### src/include/ucpm_pkg.sv
// Package with mode codes, timing constants and carrier structs for the charge port controller.
package ucpm_pkg;

  localparam int unsigned CLK_PERIOD_PS     = 8000;
  localparam int unsigned HID_WAKE_TIME_MS  = 64;
  localparam int unsigned HID_WAKE_CYCLES   = HID_WAKE_TIME_MS * (1000000000 / CLK_PERIOD_PS);
  localparam int unsigned DISCH_TIME_US     = 100;
  localparam int unsigned DISCH_CYCLES      = (DISCH_TIME_US * 1000000) / CLK_PERIOD_PS;
  localparam int unsigned DIV2_TRIAL_US     = 1000;
  localparam int unsigned DIV2_TRIAL_CYCLES = (DIV2_TRIAL_US * 1000000) / CLK_PERIOD_PS;
  localparam int unsigned CNT_W             = 24;

  // Mode select code bit positions: {input_1, input_2, input_3, current_limit_select}.
  localparam int unsigned SEL_BIT_IN1 = 3;
  localparam int unsigned SEL_BIT_IN2 = 2;
  localparam int unsigned SEL_BIT_IN3 = 1;
  localparam int unsigned SEL_BIT_ILS = 0;
  localparam logic [3:0]  SEL_CDP     = 4'hF;
  localparam logic [3:0]  SEL_SPV2    = 4'hE;

  typedef enum logic [2:0] {
    UCPM_MODE_DISCHARGE,
    UCPM_MODE_AUTO,
    UCPM_MODE_STD,
    UCPM_MODE_FORCE_SHORT,
    UCPM_MODE_FORCE_DIV1,
    UCPM_MODE_CDP
  } ucpm_mode_e;

  // Line scheme presented on the connector data lines.
  typedef enum logic [2:0] {
    UCPM_LINE_OPEN,
    UCPM_LINE_PASS,
    UCPM_LINE_SHORT,
    UCPM_LINE_DIV1,
    UCPM_LINE_DIV2
  } ucpm_line_e;

  typedef struct packed {
    logic       enable;
    logic [2:0] mode_select_inputs;
    logic       current_limit_select;
  } ucpm_ctrl_s;

  typedef struct packed {
    logic dm_high;
    logic dp_primary;
    logic dp_dm_shorted;
    logic data_released;
    logic load_high;
  } ucpm_sense_s;

  typedef struct packed {
    logic       data_switch_on;
    logic       power_switch_on;
    logic       vbus_discharge;
    ucpm_line_e line_scheme;
    logic       dm_primary_resp;
    logic       hid_retained;
  } ucpm_drive_s;

endpackage : ucpm_pkg

### src/hdl/ucpm_sync.sv
// Two-stage synchroniser for a group of asynchronous level inputs.
`timescale 1ns/1ps
module ucpm_sync #(
  parameter int unsigned WIDTH = 1
) (
  input  wire logic             clk_sys_i,
  input  wire logic             sys_rst_i,
  input  wire logic [WIDTH-1:0] async_i,
  output logic      [WIDTH-1:0] sync_o
);

  logic [WIDTH-1:0] meta;

  always_ff @(posedge clk_sys_i) begin
    if (sys_rst_i) begin
      meta   <= '0;
      sync_o <= '0;
    end else begin
      meta   <= async_i;
      sync_o <= meta;
    end
  end

endmodule : ucpm_sync

### src/hdl/ucpm_ctrl.sv
// Charging port mode controller: mode decode, auto scheme selection, discharge and HID wake.
`timescale 1ns/1ps
// How it works
// Data switches close in standard/charging port with enable.
// Switches open on disable, all-low select, dedicated.
// Charging port keeps switches closed during handshake.
// Reset holds initial state with output discharged.
// Discharge: switch off, discharge, switch back on.
// Auto starts Divider 1; shorted device forces short.
// Shorted scheme stays until data line released.
// High load tries Divider 2, else back.
// Divider 1 low on D+, Divider 2 swapped.
// Shorted scheme bridges D+ and D-.
// Forced modes hold their scheme without switching.
// Monitor D- for low-speed HID idle high.
// HID present: ignore move to auto mode.
// HID activity starts timer; expiry enters auto.
// Host restores select before timer expires.
// Portable primary detection drives D+, samples D-.
// Portable secondary detection drives D-, samples D+.
// Charging port answers primary detection on D-.
// Mode decoded from select inputs and limit select.
// No discharge between charging and variant two.
module ucpm_ctrl #(
  parameter int unsigned HID_WAKE_CNT   = ucpm_pkg::HID_WAKE_CYCLES,
  parameter int unsigned DISCH_CNT      = ucpm_pkg::DISCH_CYCLES,
  parameter int unsigned DIV2_TRIAL_CNT = ucpm_pkg::DIV2_TRIAL_CYCLES
) (
  input  wire logic                  clk_sys_i,
  input  wire logic                  sys_rst_i,
  input  wire ucpm_pkg::ucpm_ctrl_s  ctrl_i,
  input  wire ucpm_pkg::ucpm_sense_s sense_i,
  output ucpm_pkg::ucpm_drive_s      drive_o
);
  import ucpm_pkg::*;

  function automatic ucpm_mode_e decode_mode(input logic [3:0] sel);
    unique casez (sel)
      4'b000?: decode_mode = UCPM_MODE_DISCHARGE;
      4'b001?: decode_mode = UCPM_MODE_AUTO;
      4'b011?: decode_mode = UCPM_MODE_AUTO;
      4'b010?: decode_mode = UCPM_MODE_STD;
      4'b110?: decode_mode = UCPM_MODE_STD;
      4'b1110: decode_mode = UCPM_MODE_STD;
      4'b100?: decode_mode = UCPM_MODE_FORCE_SHORT;
      4'b101?: decode_mode = UCPM_MODE_FORCE_DIV1;
      4'b1111: decode_mode = UCPM_MODE_CDP;
      default: decode_mode = UCPM_MODE_DISCHARGE;
    endcase
  endfunction : decode_mode

  typedef enum {ST_INIT, ST_DISCH, ST_RUN} ucpm_state_e;

  ucpm_ctrl_s  ctrl_s;
  ucpm_sense_s sense_s;
  ucpm_state_e state;
  ucpm_state_e next_state;
  ucpm_mode_e  mode;
  ucpm_mode_e  next_mode;
  ucpm_line_e  auto_line;
  ucpm_line_e  next_auto_line;
  logic [3:0]  sel_prev;
  logic [CNT_W-1:0] disch_cnt;
  logic [CNT_W-1:0] trial_cnt;
  logic [CNT_W-1:0] hid_cnt;
  logic        hid_seen;
  logic        hid_hold;
  logic        hid_timing;
  logic        dm_prev;
  ucpm_drive_s next_drive;

  ucpm_sync #(
    .WIDTH($bits(ucpm_ctrl_s) + $bits(ucpm_sense_s))
  ) u_sync (
    .clk_sys_i (clk_sys_i),
    .sys_rst_i (sys_rst_i),
    .async_i   ({ctrl_i, sense_i}),
    .sync_o    ({ctrl_s, sense_s})
  );

  wire logic [3:0] sel_code   = {ctrl_s.mode_select_inputs, ctrl_s.current_limit_select};
  wire ucpm_mode_e req_mode   = decode_mode(sel_code);
  wire logic       sel_change = (sel_code != sel_prev);
  wire logic       cdp_spv2_swap = ({sel_code[3:1], 1'b0} == SEL_SPV2)
                                 && ({sel_prev[3:1], 1'b0} == SEL_SPV2);
  wire logic       data_mode  = (mode == UCPM_MODE_CDP) || (mode == UCPM_MODE_STD);
  wire logic       hid_block  = hid_seen && data_mode && (req_mode == UCPM_MODE_AUTO);
  wire ucpm_mode_e eff_req    = hid_block ? mode : req_mode;
  wire logic       stop_req   = !ctrl_s.enable || (req_mode == UCPM_MODE_DISCHARGE);
  wire logic       need_disch = sel_change && !cdp_spv2_swap && (eff_req != mode);
  wire logic       disch_done = (disch_cnt >= CNT_W'(DISCH_CNT - 1));
  wire logic       trial_done = (trial_cnt >= CNT_W'(DIV2_TRIAL_CNT - 1));
  wire logic       hid_expire = hid_timing && (hid_cnt >= CNT_W'(HID_WAKE_CNT - 1));
  wire logic       short_seen = sense_s.dp_dm_shorted && (auto_line != UCPM_LINE_SHORT);
  wire logic       run_sel_switch = sel_change && (eff_req != mode) && !need_disch;

  always_comb begin
    next_state     = state;
    next_mode      = mode;
    next_auto_line = auto_line;
    unique case (state)
      ST_INIT: begin
        next_mode  = req_mode;
        next_state = stop_req ? ST_INIT : ST_DISCH;
        next_auto_line = UCPM_LINE_DIV1;
      end
      ST_DISCH: begin
        // A select change during the discharge is followed, so the run starts in the new mode.
        next_mode = eff_req;
        if (disch_done) begin
          next_state = stop_req ? ST_INIT : ST_RUN;
        end
      end
      ST_RUN: begin
        if (stop_req) begin
          next_state = ST_INIT;
        end else if (hid_expire && req_mode == UCPM_MODE_AUTO) begin
          next_mode      = UCPM_MODE_AUTO;
          next_auto_line = UCPM_LINE_DIV1;
          next_state     = ST_DISCH;
        end else if (need_disch) begin
          next_mode      = eff_req;
          next_auto_line = UCPM_LINE_DIV1;
          next_state     = ST_DISCH;
        end else if (run_sel_switch) begin
          next_mode = eff_req;
        end else if (mode == UCPM_MODE_AUTO) begin
          if (short_seen) begin
            next_auto_line = UCPM_LINE_SHORT;
            next_state     = ST_DISCH;
          end else if (auto_line == UCPM_LINE_SHORT && sense_s.data_released) begin
            next_auto_line = UCPM_LINE_DIV1;
          end else if (auto_line == UCPM_LINE_DIV1 && sense_s.load_high) begin
            next_auto_line = UCPM_LINE_DIV2;
          end else if (auto_line == UCPM_LINE_DIV2 && trial_done && !sense_s.load_high) begin
            next_auto_line = UCPM_LINE_DIV1;
          end
        end
      end
    endcase
  end

  always_comb begin
    next_drive                 = '0;
    next_drive.line_scheme     = UCPM_LINE_OPEN;
    next_drive.hid_retained    = hid_block && (next_state == ST_RUN);
    next_drive.power_switch_on = (next_state == ST_RUN);
    next_drive.vbus_discharge  = (next_state != ST_RUN);
    if (next_state == ST_RUN) begin
      unique case (next_mode)
        UCPM_MODE_STD, UCPM_MODE_CDP: begin
          next_drive.line_scheme    = UCPM_LINE_PASS;
          next_drive.data_switch_on = ctrl_s.enable;
          next_drive.dm_primary_resp = (next_mode == UCPM_MODE_CDP)
                                     && sense_s.dp_primary;
        end
        UCPM_MODE_FORCE_SHORT: next_drive.line_scheme = UCPM_LINE_SHORT;
        UCPM_MODE_FORCE_DIV1:  next_drive.line_scheme = UCPM_LINE_DIV1;
        UCPM_MODE_AUTO:        next_drive.line_scheme = next_auto_line;
        UCPM_MODE_DISCHARGE:   next_drive.line_scheme = UCPM_LINE_OPEN;
      endcase
    end
  end

  always_ff @(posedge clk_sys_i) begin
    if (sys_rst_i) begin
      state     <= ST_INIT;
      mode      <= UCPM_MODE_DISCHARGE;
      auto_line <= UCPM_LINE_DIV1;
      sel_prev  <= '0;
      drive_o   <= '{default: '0, line_scheme: UCPM_LINE_OPEN, vbus_discharge: 1'b1};
    end else begin
      state     <= next_state;
      mode      <= next_mode;
      auto_line <= next_auto_line;
      sel_prev  <= sel_code;
      drive_o   <= next_drive;
    end
  end

  always_ff @(posedge clk_sys_i) begin
    if (sys_rst_i || state != ST_DISCH) begin
      disch_cnt <= '0;
    end else begin
      disch_cnt <= disch_cnt + 1'b1;
    end
  end

  always_ff @(posedge clk_sys_i) begin
    if (sys_rst_i || auto_line != UCPM_LINE_DIV2) begin
      trial_cnt <= '0;
    end else if (!trial_done) begin
      trial_cnt <= trial_cnt + 1'b1;
    end
  end

  // Low-speed HID idles with D- high; a low pulse while retained starts the wake timer.
  always_ff @(posedge clk_sys_i) begin
    if (sys_rst_i) begin
      hid_seen   <= 1'b0;
      hid_hold   <= 1'b0;
      hid_timing <= 1'b0;
      hid_cnt    <= '0;
      dm_prev    <= 1'b0;
    end else begin
      dm_prev  <= sense_s.dm_high;
      hid_hold <= hid_block;
      if (!data_mode || state != ST_RUN) begin
        hid_seen <= 1'b0;
      end else if (sense_s.dm_high && !hid_block) begin
        hid_seen <= 1'b1;
      end
      if (!hid_block) begin
        hid_timing <= 1'b0;
        hid_cnt    <= '0;
      end else if (hid_hold && dm_prev && !sense_s.dm_high && !hid_timing) begin
        hid_timing <= 1'b1;
        hid_cnt    <= '0;
      end else if (hid_timing && !hid_expire) begin
        hid_cnt <= hid_cnt + 1'b1;
      end
    end
  end

endmodule : ucpm_ctrl

### config.mk
export PLATFORM = sky130hd
export DESIGN_NAME = ucpm_ctrl
export DESIGN_NICKNAME = d
export VERILOG_FILES = /design/src/include/ucpm_pkg.sv /design/src/hdl/ucpm_sync.sv /design/src/hdl/ucpm_ctrl.sv
export SDC_FILE = /design/constraint.sdc
export NUM_CORES = 1
export LEC_CHECK = 0
export BUFFER_PORTS_ARGS = -buffer_cell sky130_fd_sc_hd__buf_2
export CAP_MARGIN = 5
export CORE_MARGIN = 3
export CORE_UTILIZATION = 40
export DETAILED_ROUTE_END_ITERATION = 8
export GPL_TIMING_DRIVEN = 0
export SLEW_MARGIN = 20
export SYNTH_ARGS = -nofsm -noshare
export SYNTH_HDL_FRONTEND = slang
export SYNTH_SLANG_ARGS = --single-unit
### constraint.sdc
create_clock -name clk_sys_i -period 4.5 [get_ports clk_sys_i]
set_input_delay 0.45 -clock clk_sys_i [delete_from_list [all_inputs] [get_ports clk_sys_i]]
set_output_delay 0.45 -clock clk_sys_i [all_outputs]
set_load 0.02 [all_outputs]
## Word-level counts from Yosys, hierarchy flattened

Cells that the tools add are included.
W data, S select, Z words.

| word-level totals | value |
|---|---|
| bits in registers | 146 |
| bits of input ports | 12 |
| output and inout bits | 8 |
| word-level logic and storage cells | 135 |

| operators by class | value |
|---|---|
| add/sub/neg operators | 3 |
| magnitude comparators | 3 |
| equality and inequality tests | 32 |
| muxes and demuxes | 28 |
| bitwise gates (word level) | 3 |
| reduce and logical (&&, ||, !) cells | 47 |

Operators by type and width:

| kind | count |
|---|---|
| $mux W32 | 7 |
| $pmux W32 S3 | 1 |
| $add A24 B1 Y24 const B | 3 |
| $ne A32 B3 Y1 const B | 2 |
| $mux W3 | 14 |
| $eq A32 B1 Y1 const B | 1 |
| $eq A32 B2 Y1 const B | 1 |
| $eq A32 B3 Y1 const B | 1 |
| $logic_not A32 Y1 | 1 |
| $ne A32 B2 Y1 const B | 1 |
| $eq A3 B3 Y1 const B | 9 |
| $ge A24 B14 Y1 const B | 1 |
| $ge A24 B17 Y1 const B | 1 |
| $ge A24 B23 Y1 const B | 1 |
| $eq A3 B2 Y1 const B | 7 |
| $logic_and A1 B1 Y1 | 21 |
| $pmux W3 S6 | 1 |
| $pmux W3 S5 | 1 |
| $eq A3 B1 Y1 const B | 4 |
| $reduce_or A2 Y1 | 5 |
| $logic_not A1 Y1 | 9 |
| $logic_not A3 Y1 | 3 |
| $pmux W3 S3 | 1 |
| $reduce_or A3 Y1 | 3 |
| 10 further kinds | 17 |

## Longest topological paths before layout

| logic depth | value |
|---|---|
| word-level depth | 19 |
| depth in mapped cells | 10 |
| gate-level depth less buffers | 10 |

## By module

A second synthesis with hierarchy kept.

| unflattened totals | value |
|---|---|
| cell total of the unflattened synthesis | 636 |
| area, all modules | 5943.2 um^2 |

By module, submodules not included:

| module | times used | cells each | area an instance (um^2) | sequential area each (um^2) |
|---|---|---|---|---|
| ucpm_ctrl | 1 | 594 | 5325.1 | 2522.4 |
| ucpm_sync | 1 | 42 | 618.1 | 400.4 |

## Least setup slack after synthesis

Ideal clock, no wire load.

| path | value |
|---|---|
| path type | flip-flop to flip-flop |
| start point | register u_sync.sync_o[7] |
| end point | register drive_o[7] in the netlist's numbering |
| setup time | 0.070 ns |
| data arrival time | 2.428 ns |
| data required time | 4.430 ns |
| path slack | 2.002 ns |
| stages on the path, launching flop included | 10 |
| path buffers | 1 |
| period minus slack after synthesis | 2.498 ns |
| cell sequence | dfxtp_1 > buf_4 > nor2b_1 > nor4b_1 > o41ai_4 > o21ai_4 > mux2_4 > o21a_1 > or3_1 > a21oi_1 |

| on the way | value |
|---|---|
| word-level cells in the longest chain between the ends | 19 |
| elaborated cells on any way between the ends | 48 |
| classes of those cells | eq/ne: 15; mux: 15; bitwise: 2; reduce/logical: 16 |

Ends and longest elaborated chain:

| item | RTL line | text |
|---|---|---|
| start, declared | ucpm_sync.sv:9 | `output logic [WIDTH-1:0] sync_o` |
| start signal, assigned | ucpm_sync.sv:20 | `sync_o <= meta;` |
| branches (longest 18 deep; another with $mux W32) | n/a |  |
| $reduce_or A3 Y1 (no line) * | n/a |  |
| end signal, assigned | ucpm_ctrl.sv:177 | `drive_o <= next_drive;` |
| end, declared | ucpm_ctrl.sv:33 | `output ucpm_pkg::ucpm_drive_s drive_o` |

Every way passes the cells marked *.
A chain may end at the register's enable or synchronous reset.

## Worst setup path after layout

| path | value |
|---|---|
| start point | register u_sync.sync_o[6] |
| end point | register drive_o[7] in the netlist's numbering |

The elaborated chain is that of the path after synthesis.

==> reports/summary.txt <==
Setup Skew: 0.0109 ns
Hold EP: u_sync.meta[1]$_SDFF_PP0_
fmax: 360 MHz
Final TNS setup: 0 ns
worst setup path class: reg2reg
CP max-delay cell: nor4b_1
Post-Synthesis Cells: 620
vias in the first global route: 4313
Routed WL per cell: 12.7 um
Yosys top cell area share: 50.9%
Placed Instance Area: 6180 um^2
max cap viols: 0
gp weighted congestion: 0.873
Die Span Y: 126 um
clock slew at reported path FFs: 0.06 ns
status: complete, no violations
Synth-to-Final Area Change: 17.7%
DRC errors left: 0
vias post-DR: 4403
crit path cell chain: buf_2, nand2_1, nor4b_1, o41ai_4, o21ai_4, mux2_4, o21a_1, or3_1, a21oi_1
core area: 14000 um^2
fillers: 1319
die area: 15800 um^2
Final Hold Viols: 0
die span in x: 126 um
hold_sp: sense_i[1]
CP max stage delay: 0.48 ns
R2R cell count: 9
final max-slew violation count: 0
PD cells: 410 nW/um^2
startpoint types: flop
post-route cell area: 6760 um^2
CTS tree: yes
Max Buffers Root-to-Sink: 2
origin of the critical flop-to-flop path: u_sync.sync_o[6]$_SDFF_PP0_
Top FF cell, synth: dfxtp_1
Yosys top cell by area: dfxtp_1
Slew HR: 40.5%
global-route wire length before repair: 19300 um
#FFs+latches synth: 146
final WL: 11200 um
Setup Buffers After CTS: 0
leading post-synthesis cells by cell area: dfxtp_1 51%, nor2_1 5.7%, xnor2_1 5.3%, nor2b_1 3.5%, xor2_1 2.4%
Yosys warnings: 0
area of the multi-input gates: 2790 um^2
sequential cell area: 2920 um^2
Vias/cell: 5.00
initial core utilization: 41.1%
Worst EP arrival: 3.13 ns
worst endpoint required time: 4.85 ns
Final Cycle Share: 61.8%
Worst R2R Setup Slack: 1.72 ns
ys async rst share: 0%
I/O pins: 20
peak supply drop: 0.304 mV
# setup viols final: 0
reg2reg end: drive_o[7]$_SDFF_PP0_
largest net degree at the start of global routing: 17
layout cells sized above 1: 10.4%
Final HPWL DP: 7820 um
fin crit period: 2.78 ns
# resized after CTS: 0
unrepaired setup endpoints after global routing: false
clk sinks: 146
Worst Setup End Kind: flop
Final nets: 702
count of different cell masters after synthesis: 61
commonest cells after routing, fill and taps aside: 146 x dfxtp_1, 87 x nor2_1, 35 x nand2_1, 35 x xnor2_1, 32 x nor2b_1
Post-synth EDFFs: 0
# diodes: 0
Inst Count DP: 848
fin cells: 880
CTS HTree Levels: 4
Site Rows: 43
leakage power: 2.33 nW
sequential area share after synthesis: 50.9%
HP Class: in2reg
Mapped Area: 5750 um^2
Antenna Violating Nets Remaining: 0
worst skew pair latency: 0.42 ns
total congestion overflow: 0
CTS Buf Count: 17
Tot GR Track Use: 14.8%
DRT iter0 DRCs: 203
most common cell after layout, fill and taps aside: dfxtp_1
Min-Delay Path Depth: 2
router iterations before antenna repair: 4
CP Max Fanout: 10
cts hold-fix bufs: 0
antenna violations before repair: 0
synthesized area per cell: 9.27 um^2
root buffer cell: clkbuf_16
Port Buffers: 19
Worst Tran Pin Value: 0.884 ns
==> worst max-delay path by stage <==
| stage | from | to | slack [ns] |
|---|---|---|---|
| floorplan | u_sync.sync_o[7]$_SDFF_PP0_ | drive_o[7]$_SDFF_PP0_ | 2.00 |
| global placement | state[2]$_SDFF_PP0_ | drive_o[7]$_SDFF_PP0_ | 1.77 |
| detailed placement | state[2]$_SDFF_PP0_ | drive_o[3]$_SDFF_PP0_ | 1.75 |
| CTS | state[2]$_SDFF_PP0_ | drive_o[7]$_SDFF_PP0_ | 1.70 |
| global route | mode[1]$_SDFF_PP0_ | drive_o[3]$_SDFF_PP0_ | 1.48 |
| finish | u_sync.sync_o[6]$_SDFF_PP0_ | drive_o[7]$_SDFF_PP0_ | 1.72 |
==> power by group <==
group	switching [mW]	leakage (nW)	internal (mW)
combinational	0.0406	0.851	0.0304
sequential	0.0100	1.19	1.32
clock	0.587	0.285	0.784
==> sequential cells by signal, summed over array words and instances (netlist names) <==
name and count:
hid_cnt 24, hid_timing 1, disch_cnt 24, state 32, auto_line 3, hid_hold 1
u_sync.meta 10, mode 3, drive_o 8, dm_prev 1, u_sync.sync_o 10, trial_cnt 24
hid_seen 1, sel_prev 4
==> per-stage QoR <==
stage	setup WS (ns)	hold WS (ns)	total power [mW]	utilization (%)
after global placement	1.77	0.419	1.42	44.2
after floorplan	2.00	0.414	1.41	-
after detailed placement	1.75	0.423	1.43	44.2
after CTS	1.70	0.212	2.81	48.3
after global routing	1.48	0.232	2.88	48.3
final	1.72	0.233	2.77	48.3
==> routing by layer <==
layer / GRT usage [%] / up-vias / routed length (um)
li1: - / 2263 / -
met1: 18.5 / 2059 / 5340
met2: 23.6 / 68 / 5280
met3: 4.37 / 13 / 383
met4: 7.07 / 0 / 158
met5: 0 / - / 0
==> kinds of logic after synthesis <==
family                     synth area share [%]
adders and majority gates                 0.653
muxes                                     0.784
AOI/OAI and AO/OA                          10.1
other                                    0.0653
DFF                                        50.9
and+or+nand+nor                            27.2
buffers and inverters                      2.57
xor gates and xnor gates                   7.77
==> final cells by class <==
class                   instances  share of cell area, %
clock inverters                15                   2.39
repair buffers                 19                   1.41
inverters                      18                  0.999
plain buffers                  19                   1.18
multi-input cells             466                   41.2
flip-flops and latches        146                   43.2
well taps                     180                   3.33
clock buffers                  17                   6.29
==> worst max-delay path: cells and delay by family, from the launching register on <==
| kind | cells | cell delay [ns] |
|---|---|---|
| and+or+nand+nor | 3 | 0.98 |
| AOI/OAI and AO/OA | 4 | 0.87 |
| muxes | 1 | 0.34 |
| DFF | 1 | 0.32 |
| buffers and inverters | 1 | 0.20 |
==> synth_stat cells, drive strengths merged, types with 2 or more instances <==
| master | number |
|---|---|
| nand2 | 36 |
| o41ai | 2 |
| a2111oi | 4 |
| nor4 | 22 |
| nor4b | 2 |
| nand3b | 3 |
| or3 | 22 |
| nand2b | 4 |
| o211ai | 3 |
| xor2 | 16 |
| dfxtp | 146 |
| nand3 | 21 |
| or2 | 5 |
| buf | 3 |
| o21ai | 20 |
| o21a | 6 |
| xnor2 | 35 |
| nor2b | 32 |
| and3 | 11 |
| nand4 | 20 |
| clkbuf | 16 |
| ha | 3 |
| o31ai | 3 |
| nor2 | 87 |
| nor3 | 16 |
| a31oi | 5 |
| inv | 18 |
| and2 | 13 |
| a21oi | 22 |
| mux2i | 3 |
| a211oi | 3 |
Note: power is estimated with default switching activity, not from simulation.
